[src/verilog/asws_pkg.sv]
// shared constants and types of the async wait and strobe control block
`default_nettype none
package asws_pkg;

  // ----------------------------------------------------------------
  // widths
  // ----------------------------------------------------------------
  localparam int unsigned DATA_W  = 16;  // memory data bus width
  localparam int unsigned CS_N    = 4;   // asynchronous chip selects
  localparam int unsigned CS_W    = 2;   // chip select index width
  localparam int unsigned STRB_W  = 6;   // strobe and hold length width
  localparam int unsigned EXT_W   = 8;   // extension counter width
  localparam int unsigned PDEL_W  = 4;   // page access delay width
  localparam int unsigned WORD_W  = 3;   // word index inside a page
  localparam int unsigned INIT_W  = 8;   // init sequence counter width
  localparam int unsigned IRQ_N   = 2;   // interrupt sources

  // ----------------------------------------------------------------
  // interrupt bit positions
  // ----------------------------------------------------------------
  localparam int unsigned IRQ_WR_BIT = 0;  // wait rise
  localparam int unsigned IRQ_AT_BIT = 1;  // async timeout

  // ----------------------------------------------------------------
  // cycle counts and values after reset
  // ----------------------------------------------------------------
  localparam logic [INIT_W-1:0] INIT_LAST   = 8'h0F;  // init takes 16 cycles
  localparam logic [STRB_W-1:0] HOLD_LAST   = 6'h01;  // hold takes 2 cycles
  localparam logic [WORD_W-1:0] PAGE_SMALL  = 3'h3;   // 4 word page, last index
  localparam logic [WORD_W-1:0] PAGE_LARGE  = 3'h7;   // 8 word page, last index
  localparam logic [IRQ_N-1:0]  IRQ_RST     = 2'h0;   // flags and enables
  localparam logic [DATA_W-1:0] PARK_RST    = 16'h0000;

  // ----------------------------------------------------------------
  // control states
  // ----------------------------------------------------------------
  typedef enum logic [2:0] {
    ASWS_INIT,
    ASWS_IDLE,
    ASWS_STROBE,
    ASWS_EXTEND,
    ASWS_PAGE,
    ASWS_HOLD
  } asws_state_t;

endpackage
`default_nettype wire

[src/verilog/asws_wait_if.sv]
// interface between the control core, wait synchroniser and extension counter
`timescale 1ns/100ps
`default_nettype none
interface asws_wait_if;
  import asws_pkg::*;
  logic             wait_level;   // synchronised pin level
  logic             wait_rise;    // one cycle pulse on rising edge
  logic             ext_run;      // counting extension cycles
  logic             ext_clear;    // restart count at access start
  logic [EXT_W-1:0] ext_max;      // allowed extension length
  logic             ext_expired;  // count reached the limit

  modport sync_mp (output wait_level, output wait_rise);
  modport ext_mp  (input ext_run, input ext_clear, input ext_max, output ext_expired);
  modport core_mp (input wait_level, input wait_rise, input ext_expired,
                   output ext_run, output ext_clear, output ext_max);
endinterface
`default_nettype wire

[src/verilog/asws_top.sv]
// async wait, strobe extension, page read, bus parking and interrupt control
//
// Summary of operation
// - nand status shows synchronised raw wait level
// - wait rising edge sets wait rise flag
// - polarity never affects status or rise flag
// - extended wait watches pin per chip select
// - stretch strobe, then resume final strobe cycle
// - extension bounded, expiry forces hold phase
// - expiry records async timeout event
// - polarity one waits high, zero waits low
// - per chip select nor page mode reads
// - park bus with last write data
// - self refresh read leaves bus tristated
// - hard reset all, machine reset control only
// - init sequence starts when reset releases
// - machine reset discards the access in flight and its data
// - all interrupt sources merge to one output
// - raw always sets, masked only when enabled
// - enable set and clear, both read state
`timescale 1ns/100ps
`default_nettype none
module asws_top (
  // clock and resets
  input  wire  logic                              CLOCK_IN,
  input  wire  logic                              RESETN_IN,
  input  wire  logic                              SM_RESETN_IN,
  // memory pins
  input  wire  logic                              READY_WAIT_PIN_IN,
  input  wire  logic [asws_pkg::DATA_W-1:0]       DATA_IN,
  output var   logic [asws_pkg::DATA_W-1:0]       DATA_OUT,
  output var   logic                              DATA_OE_OUT,
  output var   logic                              STROBE_OUT,
  output var   logic [asws_pkg::CS_N-1:0]         CS_SEL_OUT,
  output var   logic [asws_pkg::WORD_W-1:0]       PAGE_WORD_OUT,
  // configuration
  input  wire  logic                              NAND_MODE_IN,
  input  wire  logic                              WAIT_POLARITY_IN,
  input  wire  logic [asws_pkg::EXT_W-1:0]        MAX_STROBE_EXTENSION_IN,
  input  wire  logic [asws_pkg::CS_N-1:0]         EXT_WAIT_ENABLE_IN,
  input  wire  logic [asws_pkg::CS_N-1:0]         PAGE_READ_ENABLE_IN,
  input  wire  logic [asws_pkg::CS_N-1:0]         PAGE_SIZE_SEL_IN,
  input  wire  logic [asws_pkg::PDEL_W-1:0]       PAGE_ACCESS_DELAY_IN,
  input  wire  logic                              SELF_REFRESH_IN,
  // access request
  input  wire  logic                              ACCESS_START_IN,
  input  wire  logic                              ACCESS_READ_IN,
  input  wire  logic [asws_pkg::CS_W-1:0]         ACCESS_CS_IN,
  input  wire  logic [asws_pkg::STRB_W-1:0]       STROBE_LEN_IN,
  input  wire  logic [asws_pkg::DATA_W-1:0]       WRITE_DATA_IN,
  // access answer
  output var   logic                              READY_OUT,
  output var   logic                              ACCESS_DONE_OUT,
  output var   logic [asws_pkg::DATA_W-1:0]       READ_DATA_OUT,
  output var   logic                              READ_VALID_OUT,
  // interrupt control and status
  input  wire  logic [asws_pkg::IRQ_N-1:0]        IRQ_RAW_CLEAR_IN,
  input  wire  logic [asws_pkg::IRQ_N-1:0]        IRQ_ENABLE_SET_IN,
  input  wire  logic [asws_pkg::IRQ_N-1:0]        IRQ_ENABLE_CLEAR_IN,
  output var   logic [asws_pkg::IRQ_N-1:0]        IRQ_RAW_OUT,
  output var   logic [asws_pkg::IRQ_N-1:0]        IRQ_MASKED_OUT,
  output var   logic [asws_pkg::IRQ_N-1:0]        IRQ_ENABLE_OUT,
  output var   logic                              IRQ_OUT,
  output var   logic                              NAND_STATUS_OUT
);
  import asws_pkg::*;

  // ----------------------------------------------------------------
  // state record
  // ----------------------------------------------------------------
  typedef struct packed {
    asws_state_t       state;      // control state
    logic [INIT_W-1:0] init_cnt;   // init sequence progress
    logic [STRB_W-1:0] phase_cnt;  // cycles left in strobe or hold
    logic [PDEL_W-1:0] pdel_cnt;   // cycles left for a page word
    logic [WORD_W-1:0] word;       // current word within page
    logic [WORD_W-1:0] word_last;  // last word index of this page
    logic [CS_W-1:0]   cs;         // chip select of current access
    logic              rd;         // current access is a read
    logic              page;       // current read uses page mode
    logic              sr_read;    // read started in self refresh
    logic              strobe;     // strobe pin
    logic [CS_N-1:0]   cs_sel;     // one hot chip select pins
    logic              oe;         // data bus drive enable
    logic [DATA_W-1:0] park;       // last write data
    logic [DATA_W-1:0] rdata;      // latched read word
    logic              rvalid;     // read word pulse
    logic              done;       // access finished pulse
    logic              ready;      // able to take a request
    logic [IRQ_N-1:0]  irq_raw;    // raw event flags
    logic [IRQ_N-1:0]  irq_masked; // enabled event flags
    logic [IRQ_N-1:0]  irq_en;     // source enables
    logic              irq;        // merged interrupt
    logic              nand_stat;  // nand busy status
  } asws_core_t;

  asws_core_t cur;
  asws_core_t next_cur;

  // ----------------------------------------------------------------
  // wait pin conditioning and extension counter
  // ----------------------------------------------------------------
  asws_wait_if wif ();

  // pin is asynchronous to us, so nothing reads it raw
  asws_wait_sync u_sync (
    .clk   (CLOCK_IN),
    .rst_n (RESETN_IN),
    .pin   (READY_WAIT_PIN_IN),
    .wif   (wif.sync_mp)
  );

  asws_ext_counter u_ext (
    .clk   (CLOCK_IN),
    .rst_n (RESETN_IN),
    .wif   (wif.ext_mp)
  );

  logic             wait_active;   // device asks for more strobe
  logic             start_ok;      // request accepted this cycle
  logic             timeout_ev;    // extension limit reached
  logic [IRQ_N-1:0] irq_ev;        // events of this cycle

  // polarity only matters for stretching, never for status or flags
  assign wait_active = (wif.wait_level == WAIT_POLARITY_IN);
  assign start_ok    = cur.ready && ACCESS_START_IN;
  assign timeout_ev  = (cur.state == ASWS_EXTEND) && wif.ext_expired;

  // counter runs only in extension, restarts with every access
  assign wif.ext_run   = (cur.state == ASWS_EXTEND);
  assign wif.ext_clear = start_ok;
  assign wif.ext_max   = MAX_STROBE_EXTENSION_IN;

  // ----------------------------------------------------------------
  // interrupt event vector
  // ----------------------------------------------------------------
  always_comb begin
    irq_ev             = '0;
    irq_ev[IRQ_WR_BIT] = wif.wait_rise;
    irq_ev[IRQ_AT_BIT] = timeout_ev;
  end

  // ----------------------------------------------------------------
  // next state
  // ----------------------------------------------------------------
  always_comb begin
    next_cur        = cur;
    next_cur.rvalid = 1'b0;
    next_cur.done   = 1'b0;

    // interrupt flags; a new event wins over a clear in the same cycle
    next_cur.irq_raw    = (cur.irq_raw & ~IRQ_RAW_CLEAR_IN) | irq_ev;
    next_cur.irq_masked = (cur.irq_masked & ~IRQ_RAW_CLEAR_IN) | (irq_ev & cur.irq_en);
    // simultaneous set and clear of an enable leaves it enabled
    next_cur.irq_en     = (cur.irq_en & ~IRQ_ENABLE_CLEAR_IN) | IRQ_ENABLE_SET_IN;
    next_cur.irq        = |next_cur.irq_masked;
    // status follows the true pin level, outside nand mode it reads zero
    next_cur.nand_stat  = NAND_MODE_IN & wif.wait_level;

    case (cur.state)
      // init sequence, runs by itself after any reset release
      ASWS_INIT: begin
        if (cur.init_cnt == INIT_LAST) begin
          next_cur.state = ASWS_IDLE;
          next_cur.ready = 1'b1;
        end else begin
          next_cur.init_cnt = cur.init_cnt + 8'h01;
        end
      end

      // idle, bus parked unless a self refresh read left it floating
      ASWS_IDLE: begin
        if (start_ok) begin
          next_cur.state     = ASWS_STROBE;
          next_cur.ready     = 1'b0;
          next_cur.cs        = ACCESS_CS_IN;
          next_cur.cs_sel    = CS_N'(1) << ACCESS_CS_IN;
          next_cur.rd        = ACCESS_READ_IN;
          next_cur.strobe    = 1'b1;
          next_cur.word      = '0;
          // zero length is treated as one cycle of strobe
          next_cur.phase_cnt = (STROBE_LEN_IN == '0) ? '0 : STROBE_LEN_IN - 6'h01;
          next_cur.page      = ACCESS_READ_IN && PAGE_READ_ENABLE_IN[ACCESS_CS_IN];
          next_cur.word_last = PAGE_SIZE_SEL_IN[ACCESS_CS_IN] ? PAGE_LARGE : PAGE_SMALL;
          if (ACCESS_READ_IN) begin
            // release the bus only for reads
            next_cur.oe      = 1'b0;
            next_cur.sr_read = SELF_REFRESH_IN;
          end else begin
            next_cur.oe      = 1'b1;
            next_cur.park    = WRITE_DATA_IN;
            next_cur.sr_read = 1'b0;
          end
        end
      end

      // programmed strobe period
      ASWS_STROBE: begin
        if (cur.phase_cnt != '0) begin
          next_cur.phase_cnt = cur.phase_cnt - 6'h01;
        end else if (EXT_WAIT_ENABLE_IN[cur.cs] && wait_active && !cur.page) begin
          // device holds off the last strobe cycle
          next_cur.state = ASWS_EXTEND;
        end else if (cur.rd && cur.page && (cur.word != cur.word_last)) begin
          // first page word, then walk the page with the short delay
          next_cur.rdata     = DATA_IN;
          next_cur.rvalid    = 1'b1;
          next_cur.word      = cur.word + 3'h1;
          next_cur.pdel_cnt  = (PAGE_ACCESS_DELAY_IN == '0) ? '0 : PAGE_ACCESS_DELAY_IN - 4'h1;
          next_cur.state     = ASWS_PAGE;
        end else begin
          if (cur.rd) begin
            next_cur.rdata  = DATA_IN;
            next_cur.rvalid = 1'b1;
            // repark right after the last word, not after self refresh
            next_cur.oe     = !cur.sr_read;
          end
          next_cur.strobe    = 1'b0;
          next_cur.phase_cnt = HOLD_LAST;
          next_cur.state     = ASWS_HOLD;
        end
      end

      // extra strobe cycles while the device keeps wait active
      ASWS_EXTEND: begin
        if (wif.ext_expired) begin
          // give up on the device, go to hold whatever the pin says
          next_cur.strobe    = 1'b0;
          next_cur.phase_cnt = HOLD_LAST;
          next_cur.state     = ASWS_HOLD;
          if (cur.rd) begin
            next_cur.rdata  = DATA_IN;
            next_cur.rvalid = 1'b1;
            next_cur.oe     = !cur.sr_read;
          end
        end else if (!wait_active) begin
          // back to the final programmed strobe cycle
          next_cur.phase_cnt = '0;
          next_cur.state     = ASWS_STROBE;
        end
      end

      // page mode: each further word after the page access delay
      ASWS_PAGE: begin
        if (cur.pdel_cnt != '0) begin
          next_cur.pdel_cnt = cur.pdel_cnt - 4'h1;
        end else begin
          next_cur.rdata  = DATA_IN;
          next_cur.rvalid = 1'b1;
          if (cur.word == cur.word_last) begin
            next_cur.strobe    = 1'b0;
            next_cur.oe        = !cur.sr_read;
            next_cur.phase_cnt = HOLD_LAST;
            next_cur.state     = ASWS_HOLD;
          end else begin
            next_cur.word     = cur.word + 3'h1;
            next_cur.pdel_cnt = (PAGE_ACCESS_DELAY_IN == '0) ? '0 : PAGE_ACCESS_DELAY_IN - 4'h1;
          end
        end
      end

      // hold, then chip select drops and a new request is taken
      ASWS_HOLD: begin
        if (cur.phase_cnt != '0) begin
          next_cur.phase_cnt = cur.phase_cnt - 6'h01;
        end else begin
          next_cur.cs_sel = '0;
          next_cur.done   = 1'b1;
          next_cur.ready  = 1'b1;
          next_cur.state  = ASWS_IDLE;
        end
      end

      default: begin
        next_cur.state = ASWS_INIT;
      end
    endcase

    // machine reset: control restarts, flags, enables and park data stay
    if (!SM_RESETN_IN) begin
      // the access in flight and its data are dropped
      next_cur.state     = ASWS_INIT;
      next_cur.init_cnt  = '0;
      next_cur.ready     = 1'b0;
      next_cur.strobe    = 1'b0;
      next_cur.cs_sel    = '0;
      next_cur.phase_cnt = '0;
      next_cur.pdel_cnt  = '0;
      next_cur.word      = '0;
      next_cur.rvalid    = 1'b0;
      next_cur.done      = 1'b0;
      next_cur.oe        = 1'b1;
      next_cur.sr_read   = 1'b0;
    end
  end

  // ----------------------------------------------------------------
  // state register, hard reset clears every field except oe, set to one, and word_last, set to PAGE_SMALL
  // ----------------------------------------------------------------
  always_ff @(posedge CLOCK_IN or negedge RESETN_IN) begin
    if (!RESETN_IN) begin
      cur            <= '0;
      cur.state      <= ASWS_INIT;
      cur.oe         <= 1'b1;
      cur.park       <= PARK_RST;
      cur.word_last  <= PAGE_SMALL;
      cur.irq_raw    <= IRQ_RST;
      cur.irq_masked <= IRQ_RST;
      cur.irq_en     <= IRQ_RST;
    end else begin
      cur <= next_cur;
    end
  end

  // ----------------------------------------------------------------
  // outputs, all straight from the state register
  // ----------------------------------------------------------------
  assign DATA_OUT        = cur.park;
  assign DATA_OE_OUT     = cur.oe;
  assign STROBE_OUT      = cur.strobe;
  assign CS_SEL_OUT      = cur.cs_sel;
  assign PAGE_WORD_OUT   = cur.word;
  assign READY_OUT       = cur.ready;
  assign ACCESS_DONE_OUT = cur.done;
  assign READ_DATA_OUT   = cur.rdata;
  assign READ_VALID_OUT  = cur.rvalid;
  assign IRQ_RAW_OUT     = cur.irq_raw;
  assign IRQ_MASKED_OUT  = cur.irq_masked;
  assign IRQ_ENABLE_OUT  = cur.irq_en;
  assign IRQ_OUT         = cur.irq;
  assign NAND_STATUS_OUT = cur.nand_stat;

endmodule
`default_nettype wire

[src/verilog/asws_wait_sync.sv]
// two stage synchroniser and rise detector for the ready/wait pin
`timescale 1ns/100ps
`default_nettype none
module asws_wait_sync (
  input  wire logic  clk,
  input  wire logic  rst_n,
  input  wire logic  pin,
  asws_wait_if.sync_mp wif
);
  import asws_pkg::*;

  typedef struct packed {
    logic meta;   // first stage, read only by second
    logic sync;   // stable level
    logic prev;   // delayed level for edges
  } asws_sync_t;

  asws_sync_t cur;
  asws_sync_t next_cur;

  // shift chain; the edge compare never looks at the first stage
  always_comb begin
    next_cur      = cur;
    next_cur.meta = pin;
    next_cur.sync = cur.meta;
    next_cur.prev = cur.sync;
  end

  always_ff @(posedge clk or negedge rst_n) begin
    if (!rst_n) begin
      cur <= '1;
    end else begin
      cur <= next_cur;
    end
  end

  assign wif.wait_level = cur.sync;
  assign wif.wait_rise  = cur.sync & ~cur.prev;
endmodule
`default_nettype wire

[src/verilog/asws_ext_counter.sv]
// bounded strobe extension counter
`timescale 1ns/100ps
`default_nettype none
module asws_ext_counter (
  input  wire logic  clk,
  input  wire logic  rst_n,
  asws_wait_if.ext_mp wif
);
  import asws_pkg::*;

  typedef struct packed {
    logic [EXT_W-1:0] count;  // extension cycles spent this access
  } asws_cnt_t;

  asws_cnt_t cur;
  asws_cnt_t next_cur;

  // count persists across re-extensions so the whole access stays bounded
  always_comb begin
    next_cur = cur;
    if (wif.ext_clear) begin
      next_cur.count = '0;
    end else if (wif.ext_run && (cur.count != wif.ext_max)) begin
      next_cur.count = cur.count + 8'h01;
    end
  end

  always_ff @(posedge clk or negedge rst_n) begin
    if (!rst_n) begin
      cur <= '0;
    end else begin
      cur <= next_cur;
    end
  end

  assign wif.ext_expired = wif.ext_run && (cur.count == wif.ext_max);
endmodule
`default_nettype wire

[config.mk]
export PLATFORM = sky130hd
export DESIGN_NAME = asws_top
export DESIGN_NICKNAME = d
export VERILOG_FILES = /design/src/verilog/asws_pkg.sv /design/src/verilog/asws_wait_if.sv /design/src/verilog/asws_top.sv /design/src/verilog/asws_wait_sync.sv /design/src/verilog/asws_ext_counter.sv
export SDC_FILE = /design/constraint.sdc
export NUM_CORES = 1
export LEC_CHECK = 0
export ABC_AREA = 1
export ABC_CLOCK_PERIOD_IN_PS = 2800
export BUFFER_PORTS_ARGS = -buffer_cell sky130_fd_sc_hd__buf_4
export CORE_MARGIN = 5
export CORE_UTILIZATION = 35
export CTS_CLUSTER_SIZE = 25
export DETAILED_ROUTE_END_ITERATION = 6
export PLACE_DENSITY_LB_ADDON = 0.12
export SLEW_MARGIN = 20
export SYNTH_ARGS = -nofsm -noshare
export SYNTH_HDL_FRONTEND = slang
export SYNTH_SLANG_ARGS = --single-unit
[constraint.sdc]
create_clock -name CLOCK_IN -period 2.8 [get_ports CLOCK_IN]
set_input_delay 0.84 -clock CLOCK_IN [delete_from_list [all_inputs] [get_ports CLOCK_IN]]
set_output_delay 0.84 -clock CLOCK_IN [all_outputs]
set_load 0.02 [all_outputs]
* After elaboration in Yosys (flattened, before gate mapping)
Index checks and enable logic that the tools add are counted.
** Word-level totals
- Register bits after elaboration :: 92
- Input port bits :: 79
- Output and inout bits :: 52
- Logic and storage cells :: 200
** Operators by class
- Add/subtract/negate cells :: 7
- $lt $le $gt $ge :: 2
- Equality and inequality tests :: 41
- Shift operators :: 1
- Multiplexer cells :: 78
- Bitwise operators :: 13
- Reductions and logical operators :: 31
** Operators by type and width (number)
- 17-bit two-way mux :: 6
- 6-bit two-way mux :: 9
- 17-bit one-hot mux with 3 select lines :: 1
- 3-bit two-way mux :: 12
- 3-bit inequality test (second input constant) :: 12
- 33-bit two-way mux :: 1
- 8-bit two-way mux :: 4
- 6-bit one-hot mux with 5 select lines :: 1
- 7-bit two-way mux :: 4
- 24-bit two-way mux :: 1
- 1-bit two-way mux :: 23
- 3-bit one-hot mux with 6 select lines :: 1
- 8-bit by 1-bit adder with 8-bit output (second input constant) :: 2
- 16-bit two-way mux :: 1
- 4-bit inequality test (second input constant) :: 4
- 4-bit one-hot mux with 2 select lines :: 2
- 8-bit AND reduction :: 2
- 7-bit AND reduction :: 2
- 13-bit two-way mux :: 1
- 4-bit two-way mux :: 3
- 6-bit by 1-bit subtractor with 6-bit output (second input constant) :: 2
- 2-bit inequality test (second input constant) :: 5
- 5-bit AND reduction :: 2
- 1-bit logical AND :: 9
- other kinds (40) :: 63

* Longest topological paths before layout
- Depth after elaboration :: 8
- Depth in mapped cells :: 12
- Depth with buffers taken out :: 12

* By module
From an unflattened synthesis, not the netlist that was laid out.
** Second synthesis, totals
- Cell total of the unflattened synthesis :: 792
- Area, all modules :: 5823.1 um^2
** By module, submodules not included
- asws_top :: instances 1, cells each 684, area each 5046.1 um^2, sequential area each 1978.1 um^2
- asws_ext_counter :: instances 1, cells each 103, area each 688.2 um^2, sequential area each 200.2 um^2
- asws_wait_sync :: instances 1, cells each 5, area each 88.8 um^2, sequential area each 78.8 um^2

* Worst setup path before layout
No wires, ideal clock.
- Path type :: input port to flip-flop
- Start :: input SM_RESETN_IN
- End :: register cur (netlist bit CS_SEL_OUT[0])
- Setup time :: 0.119 ns
- Arrival :: 1.836 ns
- Required time :: 2.681 ns
- Slack :: 0.845 ns
- Stages on the path :: 7
- Path buffers :: 2
- Cell sequence :: buf_2 inv_1 buf_2 a21oi_1 nor2_1 o21ai_0 o21a_1
** On the way
- Cells in the longest elaborated chain, start to end :: 2
- Elaborated cells on any way between the ends :: 5
- Those cells by class :: 3 x eq/ne; 1 x mux; 1 x reduce/logical
** RTL lines
- from (decl) :: RTL line asws_top.sv:27 : input wire logic SM_RESETN_IN,
- 3-bit by 1-bit inequality test with 1-bit output (no line) or 3-bit inequality test (tied branches)
- 3-bit AND reduction (no line)
- to (signal assigned) :: RTL line asws_top.sv:311 : cur <= next_cur;
- to (decl) :: RTL line asws_top.sv:97 : asws_core_t cur;
Parallel ways exist; a longest one is shown, timed or not.
A chain may end at the register's enable or synchronous reset.

* Final worst setup path
- Start :: input MAX_STROBE_EXTENSION_IN[6] (netlist name)
- End :: register cur (netlist bit READ_DATA_OUT[12])
** On the way
- Cells in the longest elaborated chain, start to end :: 4
** RTL lines
- from (decl) :: RTL line asws_top.sv:39 : input wire logic [asws_pkg::EXT_W-1:0] MAX_STROBE_EXTENSION_IN,
- 8-bit == test :: RTL line asws_ext_counter.sv:36 : assign wif.ext_expired = wif.ext_run && (cur.count == wif.ext_max);
- 1-bit logical AND :: RTL line asws_ext_counter.sv:36
- 2-bit inequality test (no line)
- 5-bit AND reduction (no line)
Every way passes these cells.

==> results.json <==
{
  "grt_pass1_vias": 4703,
  "max_freq_ghz": 0.478,
  "ys_types": 39,
  "path_clk_slew_ps": 60,
  "layout.nets": 884,
  "syn_avg_cell_area_um2": 7.76,
  "cts_buffers": 9,
  "clockBufferDepth": 2,
  "synthFlopType": "dfrtp_1",
  "start_util": 0.359,
  "io_buffer_count": 130,
  "num_antenna_cells": 0,
  "routabilityCongestion": 0.879,
  "arrival_ps": 2280,
  "worstSkewPairLatency_ps": 340,
  "synth_top_area_share": 0.393,
  "yosysSeqAreaShare": 0.412,
  "grt_util_all_layers": 0.155,
  "synth_edf_count": 0,
  "tns_ps": 0,
  "drt_wl_total_mm": 14.1,
  "die_area_mm2": 0.0183,
  "finalCritPeriodShare": 0.747,
  "yosysWarnings": 0,
  "synth_nets": 795,
  "async_flop_share": 1.00,
  "syn_inst": 706,
  "cts_resized": 0,
  "cts.root.buffer_cell": "clkbuf_16",
  "yosysMostFrequentCell": "nand2_1",
  "ios": 131,
  "place_ws_ps": 343,
  "setup_viol": 0,
  "cap_violations": 0,
  "tightest_slew_ps": 863,
  "criticalPathCategory": "in -> reg",
  "slew_headroom": 0.424,
  "fill_cells": 1524,
  "cts_post_setup_buffers_inserted": 0,
  "required_ps": 2990,
  "powerDensity_mw_per_mm2": 867,
  "grt_pass1_wl_mm": 23.1,
  "cts_tree": "yes",
  "hold_buffers": 0,
  "place_hpwl_mm": 10.9,
  "synth_commonest_cells": "nand2_1, inv_1, dfrtp_1",
  "route.vias.total": 4737,
  "die_w_um": 135,
  "wl_per_cell_um": 13.9,
  "rows": 45,
  "synth_top_area_cell": "dfrtp_1",
  "critPathMaxFanout": 16,
  "drc_errors": 0,
  "leakage_nw": 3.42,
  "ant_nets": 0,
  "cts_max_level": 3,
  "grt_start_max_net_pins": 40,
  "setup_slack_ps": 709,
  "skew_ps": 4.93,
  "rsz0062_at_grt": "no",
  "drive_gt1_frac": 0.240,
  "routed_via_density": 4.69,
  "cts.sinks": 90,
  "endpoint_kind": "register",
  "die_h_um": 135,
  "core_mm2": 0.0153,
  "antenna_found_initial": 0,
  "grt_overflow": 0,
  "ir_worst_vdd_mv": 0.431,
  "synth_area_leaders": "dfrtp_1, nand2_1, buf_4",
  "ys_ff_latch": 90,
  "drt-initial-drc-count": 326,
  "startpoint_type": "input pin",
  "finalHoldViolCount": 0,
  "maxSlewViolCount": 0,
  "netlist_area_mm2": 0.00548,
  "outcome": "complete, no violations",
  "min_period_ps": 2090,
  "area_growth_pct": 21.7,
  "holdCritPathClass": "reg -> reg",
  "firstDrtPassIters": 6
}
[layout make-up]
cell class / count / area [um2] / share of cell area
multi-input cells: 464 / 2460 / 0.369
flip-flops and latches: 90 / 2260 / 0.338
clock buffers: 13 / 260 / 0.0390
clock inverters: 3 / 40.0 / 0.00600
inverters: 93 / 349 / 0.0523
well taps: 211 / 264 / 0.0396
repair buffers: 137 / 1040 / 0.156
[state kept, by name, summed over array words and instances, names as in the netlist, 2 cells and up]
register and cells:
cur 27, DATA_OUT 16, READ_DATA_OUT 16, u_ext.cur 8
CS_SEL_OUT 4, PAGE_WORD_OUT 3, IRQ_ENABLE_OUT 2, IRQ_MASKED_OUT 2
IRQ_RAW_OUT 2, u_sync.cur 2
[per-layer routing]
metal	vias up	wire, um	track usage
met1	2181	6580	0.207
met3	14	748	0.0293
li1	2414	-	-
met5	-	0	0
met4	0	208	0.0594
met2	128	6520	0.251
[placed cells by master, fill, tap and decap left out, types with 2 or more instances in the layout]
cell type / Yosys / layout
a21oi_1: 12 / 12
buf_4: 47 / 136
clkbuf_1: 5 / 2
clkbuf_16: 0 / 9
clkbuf_8: 0 / 2
clkinv_2: 0 / 2
dfrtp_1: 86 / 86
dfstp_2: 4 / 4
ha_1: 10 / 10
inv_1: 87 / 87
inv_2: 6 / 6
mux2_2: 16 / 16
nand2_1: 177 / 177
nand2_2: 4 / 4
nand3_1: 44 / 44
nand3_2: 4 / 4
nand3b_1: 3 / 3
nand4_1: 14 / 14
nor2_1: 49 / 49
nor3_1: 6 / 6
o211ai_1: 16 / 16
o21a_1: 3 / 3
o21ai_0: 57 / 57
o21ai_1: 7 / 7
o21bai_1: 2 / 2
o22ai_1: 6 / 6
or2_2: 3 / 3
xnor2_1: 8 / 8
xor2_1: 14 / 14
[final timing paths]
| path | to | slack [ps] | cells after the start | startpoint |
|---|---|---|---|---|
| setup / recovery | READ_DATA_OUT[12] | 710 | 9 | MAX_STROBE_EXTENSION_IN[6] |
| hold / removal | u_sync.wif.wait_level | 360 | 0 | u_sync.cur[2] |
| setup reg to reg | READ_DATA_OUT[12] | 760 | 8 | cur[80] |
| hold reg to reg | u_sync.wif.wait_level | 360 | 0 | u_sync.cur[2] |
| max in group asynchronous | READ_DATA_OUT[7] | 1690 | 2 | RESETN_IN |
| min in group asynchronous | DATA_OUT[6] | 410 | 1 | RESETN_IN |
[stage by stage]
stage | total power, mW | util | hold slack [ps] | cell area, um2 | cells
6_report | 5.78 | 0.437 | 355 | 6670 | 1011
5_1_grt | 6.23 | 0.437 | 360 | 6670 | 1011
4_1_cts | 5.85 | 0.437 | 357 | 6670 | 1011
3_5_place_dp | 4.60 | 0.417 | 348 | 6370 | 995
3_3_place_gp | 4.53 | 0.417 | 346 | 6370 | 995
2_1_floorplan | 4.00 | - | 345 | 5480 | 706
[worst max-delay path, stage by stage]
cell	delay, ps
buf_4	110
xnor2_1	140
nand2_1	60
nor2_1	140
nand2_1	150
nand2_1	230
nand3_2	360
nand2_1	150
o211ai_1	100
[cells by family after synthesis]
| group | after synthesis | share of synthesized area |
|---|---|---|
| and+or+nand+nor | 309 | 0.247 |
| buffers and inverters | 152 | 0.140 |
| AOI/OAI and AO/OA | 107 | 0.111 |
| DFF | 90 | 0.412 |
| xor gates and xnor gates | 22 | 0.0352 |
| muxes | 16 | 0.0329 |
| adders and majority gates | 10 | 0.0228 |
[power by group]
part	switching, mW	leakage, nW	internal (mW)
sequential	0.300	1.18	1.69
combinational	1.55	2.09	1.01
clock	0.489	0.150	0.738
Note: power is estimated with default switching activity, not from simulation.
